--- config.mk ---
export PLATFORM = sky130hd
export DESIGN_NAME = dpr_core
export DESIGN_NICKNAME = d
export VERILOG_FILES = /design/src/hdl/dpr_pkg.sv /design/src/hdl/dpr_core.sv
export SDC_FILE = /design/constraint.sdc
export NUM_CORES = 2
export LEC_CHECK = 0
export BUFFER_PORTS_ARGS = -buffer_cell sky130_fd_sc_hd__buf_4
export CAP_MARGIN = 0
export CORE_MARGIN = 1
export CORE_UTILIZATION = 33
export DETAILED_ROUTE_END_ITERATION = 16
export PLACE_DENSITY_LB_ADDON = 0.08
export RECOVER_POWER = 50
export SLEW_MARGIN = 20
export SYNTH_ARGS = -nofsm -noshare
export SYNTH_HDL_FRONTEND = slang
export SYNTH_SLANG_ARGS = --single-unit
--- constraint.sdc ---
create_clock -name pclk -period 14.93 [get_ports pclk]
set_clock_uncertainty 0.2 [all_clocks]
set_input_delay 2.986 -clock pclk [delete_from_list [all_inputs] [get_ports pclk]]
set_output_delay 2.986 -clock pclk [all_outputs]
set_load 0.02 [all_outputs]
--- src/hdl/dpr_pkg.sv ---
/*
 * dpr_pkg: register map, field positions, reset values, modes and
 * carrier types of the drive position range and positioning block.
 * Assumes a 32-bit APB slave with word-aligned byte offsets.
 */
package dpr_pkg;

    // position values are four-byte signed in position scaling units
    typedef logic signed [31:0] dpr_pos_t;

    typedef struct packed {
        dpr_pos_t underflow;
        dpr_pos_t overflow;
    } dpr_limits_t;

    typedef enum logic [1:0] {
        DPR_ST_IDLE  = 2'b01,
        DPR_ST_APPLY = 2'b10
    } dpr_state_t;

    localparam int ADDR_W = 8;

    localparam logic [7:0] OFF_CTRL     = 8'h00;
    localparam logic [7:0] OFF_STATUS   = 8'h04;
    localparam logic [7:0] OFF_POS_CMD  = 8'h08;
    localparam logic [7:0] OFF_POS_ACT  = 8'h0C;
    localparam logic [7:0] OFF_UNDER    = 8'h10;
    localparam logic [7:0] OFF_OVER     = 8'h14;
    localparam logic [7:0] OFF_MODULO   = 8'h18;
    localparam logic [7:0] OFF_POLARITY = 8'h1C;
    localparam logic [7:0] OFF_SCALING  = 8'h20;
    localparam logic [7:0] OFF_PCMD     = 8'h24;
    localparam logic [7:0] OFF_PCW      = 8'h28;
    localparam logic [7:0] OFF_TARGET   = 8'h2C;
    localparam logic [7:0] OFF_COFFSET  = 8'h30;
    localparam logic [7:0] OFF_COORD    = 8'h34;
    localparam logic [7:0] OFF_PASSWORD = 8'h38;
    localparam logic [7:0] OFF_PROT0    = 8'h40;
    localparam logic [7:0] OFF_MODE0    = 8'h60;

    localparam int PROT_N = 4;
    localparam int MODE_N = 8;

    localparam int CW_SEL_HI   = 11;
    localparam int CW_SEL_MID  = 9;
    localparam int CW_SEL_LO   = 8;
    localparam int SW_ACT_HI   = 10;
    localparam int SW_ACT_MID  = 9;
    localparam int SW_ACT_LO   = 8;
    localparam int SW_LIM_EN   = 0;
    localparam int PCW_TOGGLE  = 0;
    localparam int PCW_ABS     = 1;
    localparam int POL_LIM_EN  = 7;
    localparam int SCL_ABS     = 6;

    localparam logic [31:0] RST_ZERO     = 32'h0000_0000;
    localparam logic [15:0] RST_MODE     = 16'h0000;
    localparam logic [7:0]  RST_PROT     = 8'hFF;
    // arbitrary unlock value
    localparam logic [31:0] PASSWORD_KEY = 32'h0000_5A5A;
    // arbitrary mode definition code meaning positioning
    localparam logic [15:0] MODE_POSITIONING = 16'h000B;

endpackage

--- src/hdl/dpr_core.sv ---
/*
 * dpr_core: drive position range handling (limit wrap of actual and
 * commanded position), positioning command with toggle start, coordinate
 * offset bookkeeping, password write protection, operation mode select.
 * Assumes an APB master on pclk; cyclic telegram words arrive as writes.
 */
// Design decisions made here: the APB interface to the registers and the register offsets.
// Behaviour
// RULE1: modulo range programmed before range use
// RULE2: limits needed for endless axis modes
// RULE3: reaching limits wraps actual and commanded position
// RULE4: limits enabled by polarity and absolute scaling
// RULE5: master keeps step within half span
// RULE6: limits, command, offset are signed 32-bit
// RULE7: command acts only in positioning mode
// RULE8: toggle adds or copies command to target
// RULE9: coordinate shift accumulates offset to reference
// RULE10: listed parameters locked unless password matches
// RULE11: secondary operation modes four to seven
// RULE12: mode select bits 11,9,8 shown 10,9,8
// RULE13: control bit 11 and status bit 10
// RULE14: toggle found by comparing stored bit
`timescale 1ns/1ps
module dpr_core (
    input  wire logic                pclk,
    input  wire logic                presetn,
    input  wire logic                psel,
    input  wire logic                penable,
    input  wire logic                pwrite,
    input  wire logic [7:0]          paddr,
    input  wire logic [31:0]         pwdata,
    output logic      [31:0]         prdata,
    output logic                     pready,
    output logic                     pslverr,
    output dpr_pkg::dpr_pos_t        active_target,
    output logic      [2:0]          active_mode,
    output logic                     target_update
);

    logic [31:0]           ctrl;
    dpr_pkg::dpr_pos_t     pos_cmd;
    dpr_pkg::dpr_pos_t     pos_act;
    dpr_pkg::dpr_limits_t  lim;
    dpr_pkg::dpr_pos_t     modulo;
    logic [31:0]           polarity;
    logic [31:0]           scaling;
    dpr_pkg::dpr_pos_t     pcmd;
    logic [31:0]           pcw;
    dpr_pkg::dpr_pos_t     coffset;
    logic [31:0]           password;
    logic [7:0]            prot [dpr_pkg::PROT_N];
    logic [15:0]           mode_def [dpr_pkg::MODE_N];
    dpr_pkg::dpr_state_t   state;
    dpr_pkg::dpr_pos_t     latched_cmd;
    logic                  latched_abs;
    logic                  toggle_prev;

    logic [31:0]           next_ctrl;
    dpr_pkg::dpr_pos_t     next_pos_cmd;
    dpr_pkg::dpr_pos_t     next_pos_act;
    dpr_pkg::dpr_limits_t  next_lim;
    dpr_pkg::dpr_pos_t     next_modulo;
    logic [31:0]           next_polarity;
    logic [31:0]           next_scaling;
    dpr_pkg::dpr_pos_t     next_pcmd;
    logic [31:0]           next_pcw;
    dpr_pkg::dpr_pos_t     next_coffset;
    logic [31:0]           next_password;
    logic [7:0]            next_prot [dpr_pkg::PROT_N];
    logic [15:0]           next_mode_def [dpr_pkg::MODE_N];
    dpr_pkg::dpr_state_t   next_state;
    dpr_pkg::dpr_pos_t     next_latched_cmd;
    logic                  next_latched_abs;
    logic                  next_toggle_prev;
    dpr_pkg::dpr_pos_t     next_target;
    logic [31:0]           next_prdata;
    logic                  access;
    logic                  mapped;
    logic                  unlocked;
    logic                  blocked;
    logic                  wr;
    logic                  lim_en;
    logic                  modulo_set;
    logic                  pos_mode;
    logic                  tgl;
    logic                  wrap_over;
    logic                  wrap_under;
    dpr_pkg::dpr_pos_t     span;
    logic [31:0]           status;

    // offset inside the protection list
    function automatic logic prot_hit(input logic [7:0] a,
                                      input logic [7:0] l0, l1, l2, l3);
        prot_hit = (a == l0) || (a == l1) || (a == l2) || (a == l3);
    endfunction

    // offset decode for the address map
    function automatic logic is_mapped(input logic [7:0] a);
        is_mapped = (a[1:0] == 2'b00) &&
                    ((a <= dpr_pkg::OFF_PASSWORD) ||
                     (a >= dpr_pkg::OFF_PROT0 &&
                      a < dpr_pkg::OFF_PROT0 + 8'h10) ||
                     (a >= dpr_pkg::OFF_MODE0 &&
                      a < dpr_pkg::OFF_MODE0 + 8'h20));
    endfunction

    assign access   = psel && penable;
    assign mapped   = is_mapped(paddr);
    assign unlocked = (password == dpr_pkg::PASSWORD_KEY);
    assign blocked  = pwrite && !unlocked && //RULE10
                      prot_hit(paddr, prot[0], prot[1], prot[2], prot[3]);
    assign pready   = 1'b1;
    assign pslverr  = access && (!mapped || blocked);
    assign wr       = access && pwrite && mapped && !blocked;
    assign modulo_set = (modulo != dpr_pkg::RST_ZERO); //RULE1
    assign lim_en = polarity[dpr_pkg::POL_LIM_EN] &&
                    scaling[dpr_pkg::SCL_ABS] && modulo_set; //RULE4 RULE2
    assign span   = lim.overflow - lim.underflow; //RULE6
    assign wrap_over  = lim_en && (pos_act >= lim.overflow); //RULE3
    assign wrap_under = lim_en && (pos_act < lim.underflow); //RULE3
    assign active_mode = {ctrl[dpr_pkg::CW_SEL_HI], ctrl[dpr_pkg::CW_SEL_MID],
                          ctrl[dpr_pkg::CW_SEL_LO]}; //RULE12 RULE13
    assign pos_mode = (mode_def[active_mode] ==
                       dpr_pkg::MODE_POSITIONING); //RULE11
    assign tgl = wr && (paddr == dpr_pkg::OFF_PCW) && pos_mode && //RULE7
                 (pwdata[dpr_pkg::PCW_TOGGLE] != toggle_prev); //RULE14
    always_comb begin
        status = dpr_pkg::RST_ZERO;
        status[dpr_pkg::SW_ACT_HI]  = active_mode[2]; //RULE13
        status[dpr_pkg::SW_ACT_MID] = active_mode[1];
        status[dpr_pkg::SW_ACT_LO]  = active_mode[0];
        status[dpr_pkg::SW_LIM_EN]  = lim_en;
    end

    // register writes and wrap correction
    always_comb begin
        next_ctrl     = ctrl;
        next_pos_cmd  = pos_cmd;
        next_pos_act  = pos_act;
        next_lim      = lim;
        next_modulo   = modulo;
        next_polarity = polarity;
        next_scaling  = scaling;
        next_pcmd     = pcmd;
        next_pcw      = pcw;
        next_coffset  = coffset;
        next_password = password;
        next_prot     = prot;
        next_mode_def = mode_def;
        next_toggle_prev = toggle_prev;
        // wrap by one span; step bounded by master to half span
        if (wrap_over) begin
            next_pos_act = pos_act - span; //RULE3 RULE5
            next_pos_cmd = pos_cmd - span; //RULE3
        end else if (wrap_under) begin
            next_pos_act = pos_act + span; //RULE3
            next_pos_cmd = pos_cmd + span; //RULE3
        end
        if (wr) begin
            case (paddr)
                dpr_pkg::OFF_CTRL:     next_ctrl     = pwdata;
                dpr_pkg::OFF_POS_CMD:  next_pos_cmd  = pwdata;
                dpr_pkg::OFF_POS_ACT:  next_pos_act  = pwdata;
                dpr_pkg::OFF_UNDER:    next_lim.underflow = pwdata;
                dpr_pkg::OFF_OVER:     next_lim.overflow  = pwdata;
                dpr_pkg::OFF_MODULO:   next_modulo   = pwdata;
                dpr_pkg::OFF_POLARITY: next_polarity = pwdata;
                dpr_pkg::OFF_SCALING:  next_scaling  = pwdata;
                dpr_pkg::OFF_PCMD:     next_pcmd     = pwdata;
                dpr_pkg::OFF_PCW: begin
                    next_pcw = pwdata;
                    next_toggle_prev = pwdata[dpr_pkg::PCW_TOGGLE]; //RULE14
                end
                dpr_pkg::OFF_COORD:
                    next_coffset = coffset + (pwdata - pos_act); //RULE9
                dpr_pkg::OFF_PASSWORD: next_password = pwdata;
                default: begin
                    for (int i = 0; i < dpr_pkg::PROT_N; i++) begin
                        if (paddr == dpr_pkg::OFF_PROT0 + 8'(4 * i)) begin
                            next_prot[i] = pwdata[7:0];
                        end
                    end
                    for (int i = 0; i < dpr_pkg::MODE_N; i++) begin
                        if (paddr == dpr_pkg::OFF_MODE0 + 8'(4 * i)) begin
                            next_mode_def[i] = pwdata[15:0]; //RULE11
                        end
                    end
                end
            endcase
        end
    end

    // positioning target update
    always_comb begin
        next_state       = state;
        next_target      = active_target;
        next_latched_cmd = latched_cmd;
        next_latched_abs = latched_abs;
        case (state)
            dpr_pkg::DPR_ST_IDLE: begin
                if (tgl) begin
                    next_latched_cmd = pcmd;
                    next_latched_abs = pcw[dpr_pkg::PCW_ABS];
                    next_state = dpr_pkg::DPR_ST_APPLY;
                end
            end
            dpr_pkg::DPR_ST_APPLY: begin
                next_target = latched_abs ? latched_cmd :
                              active_target + latched_cmd; //RULE8
                next_state = dpr_pkg::DPR_ST_IDLE;
            end
            default: next_state = dpr_pkg::DPR_ST_IDLE;
        endcase
    end

    // read data sampled in the setup phase
    always_comb begin
        next_prdata = prdata;
        if (psel && !penable) begin
            case (paddr)
                dpr_pkg::OFF_CTRL:     next_prdata = ctrl;
                dpr_pkg::OFF_STATUS:   next_prdata = status;
                dpr_pkg::OFF_POS_CMD:  next_prdata = pos_cmd;
                dpr_pkg::OFF_POS_ACT:  next_prdata = pos_act;
                dpr_pkg::OFF_UNDER:    next_prdata = lim.underflow;
                dpr_pkg::OFF_OVER:     next_prdata = lim.overflow;
                dpr_pkg::OFF_MODULO:   next_prdata = modulo;
                dpr_pkg::OFF_POLARITY: next_prdata = polarity;
                dpr_pkg::OFF_SCALING:  next_prdata = scaling;
                dpr_pkg::OFF_PCMD:     next_prdata = pcmd;
                dpr_pkg::OFF_PCW:      next_prdata = pcw;
                dpr_pkg::OFF_TARGET:   next_prdata = active_target;
                dpr_pkg::OFF_COFFSET:  next_prdata = coffset;
                dpr_pkg::OFF_PASSWORD: next_prdata = {31'h0000_0000, unlocked};
                default: begin
                    next_prdata = dpr_pkg::RST_ZERO;
                    for (int i = 0; i < dpr_pkg::PROT_N; i++) begin
                        if (paddr == dpr_pkg::OFF_PROT0 + 8'(4 * i)) begin
                            next_prdata = {24'h00_0000, prot[i]};
                        end
                    end
                    for (int i = 0; i < dpr_pkg::MODE_N; i++) begin
                        if (paddr == dpr_pkg::OFF_MODE0 + 8'(4 * i)) begin
                            next_prdata = {16'h0000, mode_def[i]};
                        end
                    end
                end
            endcase
        end
    end

    always_ff @(posedge pclk or negedge presetn) begin
        if (!presetn) begin
            ctrl          <= dpr_pkg::RST_ZERO;
            pos_cmd       <= dpr_pkg::RST_ZERO;
            pos_act       <= dpr_pkg::RST_ZERO;
            lim           <= {dpr_pkg::RST_ZERO, dpr_pkg::RST_ZERO};
            modulo        <= dpr_pkg::RST_ZERO;
            polarity      <= dpr_pkg::RST_ZERO;
            scaling       <= dpr_pkg::RST_ZERO;
            pcmd          <= dpr_pkg::RST_ZERO;
            pcw           <= dpr_pkg::RST_ZERO;
            coffset       <= dpr_pkg::RST_ZERO;
            password      <= dpr_pkg::RST_ZERO;
            prot          <= '{default: dpr_pkg::RST_PROT};
            mode_def      <= '{default: dpr_pkg::RST_MODE};
            toggle_prev   <= 1'b0;
            state         <= dpr_pkg::DPR_ST_IDLE;
            active_target <= dpr_pkg::RST_ZERO;
            latched_cmd   <= dpr_pkg::RST_ZERO;
            latched_abs   <= 1'b0;
            prdata        <= dpr_pkg::RST_ZERO;
            target_update <= 1'b0;
        end else begin
            ctrl          <= next_ctrl;
            pos_cmd       <= next_pos_cmd;
            pos_act       <= next_pos_act;
            lim           <= next_lim;
            modulo        <= next_modulo;
            polarity      <= next_polarity;
            scaling       <= next_scaling;
            pcmd          <= next_pcmd;
            pcw           <= next_pcw;
            coffset       <= next_coffset;
            password      <= next_password;
            prot          <= next_prot;
            mode_def      <= next_mode_def;
            toggle_prev   <= next_toggle_prev;
            state         <= next_state;
            active_target <= next_target;
            latched_cmd   <= next_latched_cmd;
            latched_abs   <= next_latched_abs;
            prdata        <= next_prdata;
            target_update <= (state == dpr_pkg::DPR_ST_APPLY);
        end
    end
endmodule

==> flow_summary.yaml <==
routing:
  drtIter0Drc: 3091
  dr_total_vias: 36730
  avgViaCountPerCell: 5.702
  drtPass1Iterations: 6
  met2_length_um: 71640
  routedWlPerCell_um: 25.94
  wl_um: 167100
  routed.top_layer: "met5"
  drt-met1-wl_um: 81430
  drc: 0
  ant_nets: 0
  wl_met3_um: 10520
yosys:
  syn_area_um2: 41820
  synth.distinct_cells: 99
  syn_avg_cell_area_um2: 8.807
  synth_edf_count: 0
  ys_seq_elements: 644
  seq_area_frac_synth_pct: 38.64
  synth_top_flop_cell: "dfrtp_1"
  synth_warnings: 0
  syn_inst: 4748
  synthArstFlopShare_pct: 100.0
  synth_nets: 5119
sta:
  hold_viol: 0
  fin_crit_ns: 8.839
  fin_hold_ws_ns: 0.2729
  final_max_slew_viol_count: 201
  finalSetupTns_ns: 0
  slew-limit-headroom_pct: -304.1
  tightest_slew_ns: 6.061
  rsz0062_at_grt: "false"
  setup_viol: 0
  period_share_pct: 59.20
  clock.fmax_mhz: 113.1
global_route:
  antenna_found_initial: 4
  grt_start_max_net_pins: 155
  grt_use_total_pct: 25.84
  grt_pass1_vias: 35680
  overflow: 0
  grt_pass1_wl_um: 245600
floorplanning:
  die_width_um: 358.0
  row_count: 130
  die-area_um2: 128100
  coreArea_um2: 125700
  ioPinCount: 115
  initial_utilization_pct: 33.26
  fp.dieH_um: 358.0
clock_network:
  cts_buffer_depth: 3
  cts_buffers: 79
  cts_root_buffer: "clkbuf_16"
  ctsHoldBuffers: 0
  clk_pin_slew_ns: 0.06
  post_cts_buffers: 0
  cts_tree: "built"
  cts_num_sinks: 644
  clk_latency_ns: 0.65
  cts-resized-gates: 0
  h-tree-depth: 3
placement:
  routabilityCongestion: 0.9141
  numPortBuffers: 113
  hpwl_um: 120500
critical_path:
  required_ns: 15.38
  max_stage_delay_ns: 4.07
  path_max_fanout: 106
  arrival_ns: 9.28
  crit_chain: "clkbuf_1 -> buf_4 -> buf_4"
  worst-setup-path-type: "in2async"
  end_kind: "asynchronous set/reset pin"
  reg2reg_slack_ns: 7.87
  crit_slowest_cell: "clkbuf_1"
  cp-start-kind: "input port"
  crit_top_cell: "buf_4"
final_layout:
  final_cell_mix: "dfrtp_1, nand2_1, o21ai_0"
  fin_nets: 5099
  layout-drive-gt1-share_pct: 8.829
  reg_top3: "mode_def x128, lim x64"
  final_common_cell: "dfrtp_1"
  area.growth.synth_to_final_pct: 11.84
  fillers: 12860
  top_register: "mode_def"
  largest_reg_flops: 128
  n_antenna_cell: 0
flow_run:
  maxCapViolCount: 3
power:
  p_leak_nw: 20.75
  swShare_pct: 28.87
  ir_worst_vdd_uv: 76.30
  power.internal_mw: 3.197
  p_sw_mw: 1.298
  p_comb_share_pct: 15.1
  seqPwrFrac_pct: 40.2
  pwr-share-clk_pct: 44.7
  p_per_area_nw_per_um2: 96.10
worst_hold_path:
  hold_path.class: "reg2reg"
status:
  violations: "max-capacitance violations, max-slew violations"
  status: "finished with violations"
[critical path, delay by kind of cell]
kind	cells	cell delay (ns)
buffers and inverters	3	6.07
[metal layers]
metal / up-vias / global-route usage [%]
met5: - / 0
met4: 4 / 6.213
met3: 188 / 3.705
met2: 1123 / 38.65
met1: 18270 / 38.83
li1: 17140 / -
[final timing paths]
path,start,endpoint,depth (start not counted)
min reg2reg,coffset[31],coffset[31],1
min in group asynchronous,presetn,latched_cmd[4],1
min,coffset[31],coffset[31],1
max reg2reg,lim[0],pos_act[23],24
max in group pclk,paddr[7],latched_cmd[31],9
max,presetn,prdata[29],3
[layout make-up]
cell class | count | area (um2) | share of cell area [%]
multi-input cells | 3507 | 23530 | 50.31
flip-flops and latches | 644 | 16160 | 34.55
clock buffers | 117 | 2332 | 4.987
well taps | 1650 | 2064 | 4.414
repair buffers | 194 | 1224 | 2.616
inverters | 302 | 1134 | 2.424
clock inverters | 27 | 329.1 | 0.7036
[power by group through the flow]
stage / Clock, mW / Sequential [mW] / Combinational (mW)
2_1_floorplan: 0 / 1.83 / 0.444
3_3_place_gp: 0 / 1.84 / 0.678
3_5_place_dp: 0 / 1.84 / 0.677
4_1_cts: 2.05 / 1.81 / 0.682
5_1_grt: 2.12 / 1.81 / 0.745
6_report: 2.01 / 1.81 / 0.677
[per-stage QoR]
step                cells  util, %  power, mW  instance area (um2)  setup WS, ns
detailed placement   6296    35.29      2.515                44370         7.151
floorplan            4748        -      2.270                41820         7.391
CTS                  6440    37.40      4.542                47030         7.146
finish               6441    37.20      4.495                46770         6.091
global route         6441    37.20      4.675                46770         4.758
global placement     6296    35.29      2.516                44370         7.168
[Yosys cell counts, types with 70 or more instances]
cell,n,area (um2)
a21o_1,96,720.7
a21oi_1,316,1582
a222oi_1,72,720.7
a22oi_1,122,915.9
clkbuf_1,241,904.6
dfrtp_1,611,15290
ha_1,289,3616
inv_1,290,1089
mux2_2,70,788.3
nand2_1,615,2308
nor2_1,262,983.4
o21ai_0,573,2868
xnor2_1,101,884.6
xor2_1,73,639.4
[cells by family after synthesis]
group,share of synthesized area (%)
compound gates,24.96
xor+xnor,3.806
fa+ha+maj,10.42
buf+inv,5.520
flops,38.64
mux,2.627
other cells,0.008968
simple gates,14.02
Note: power is estimated with default switching activity, not from simulation.
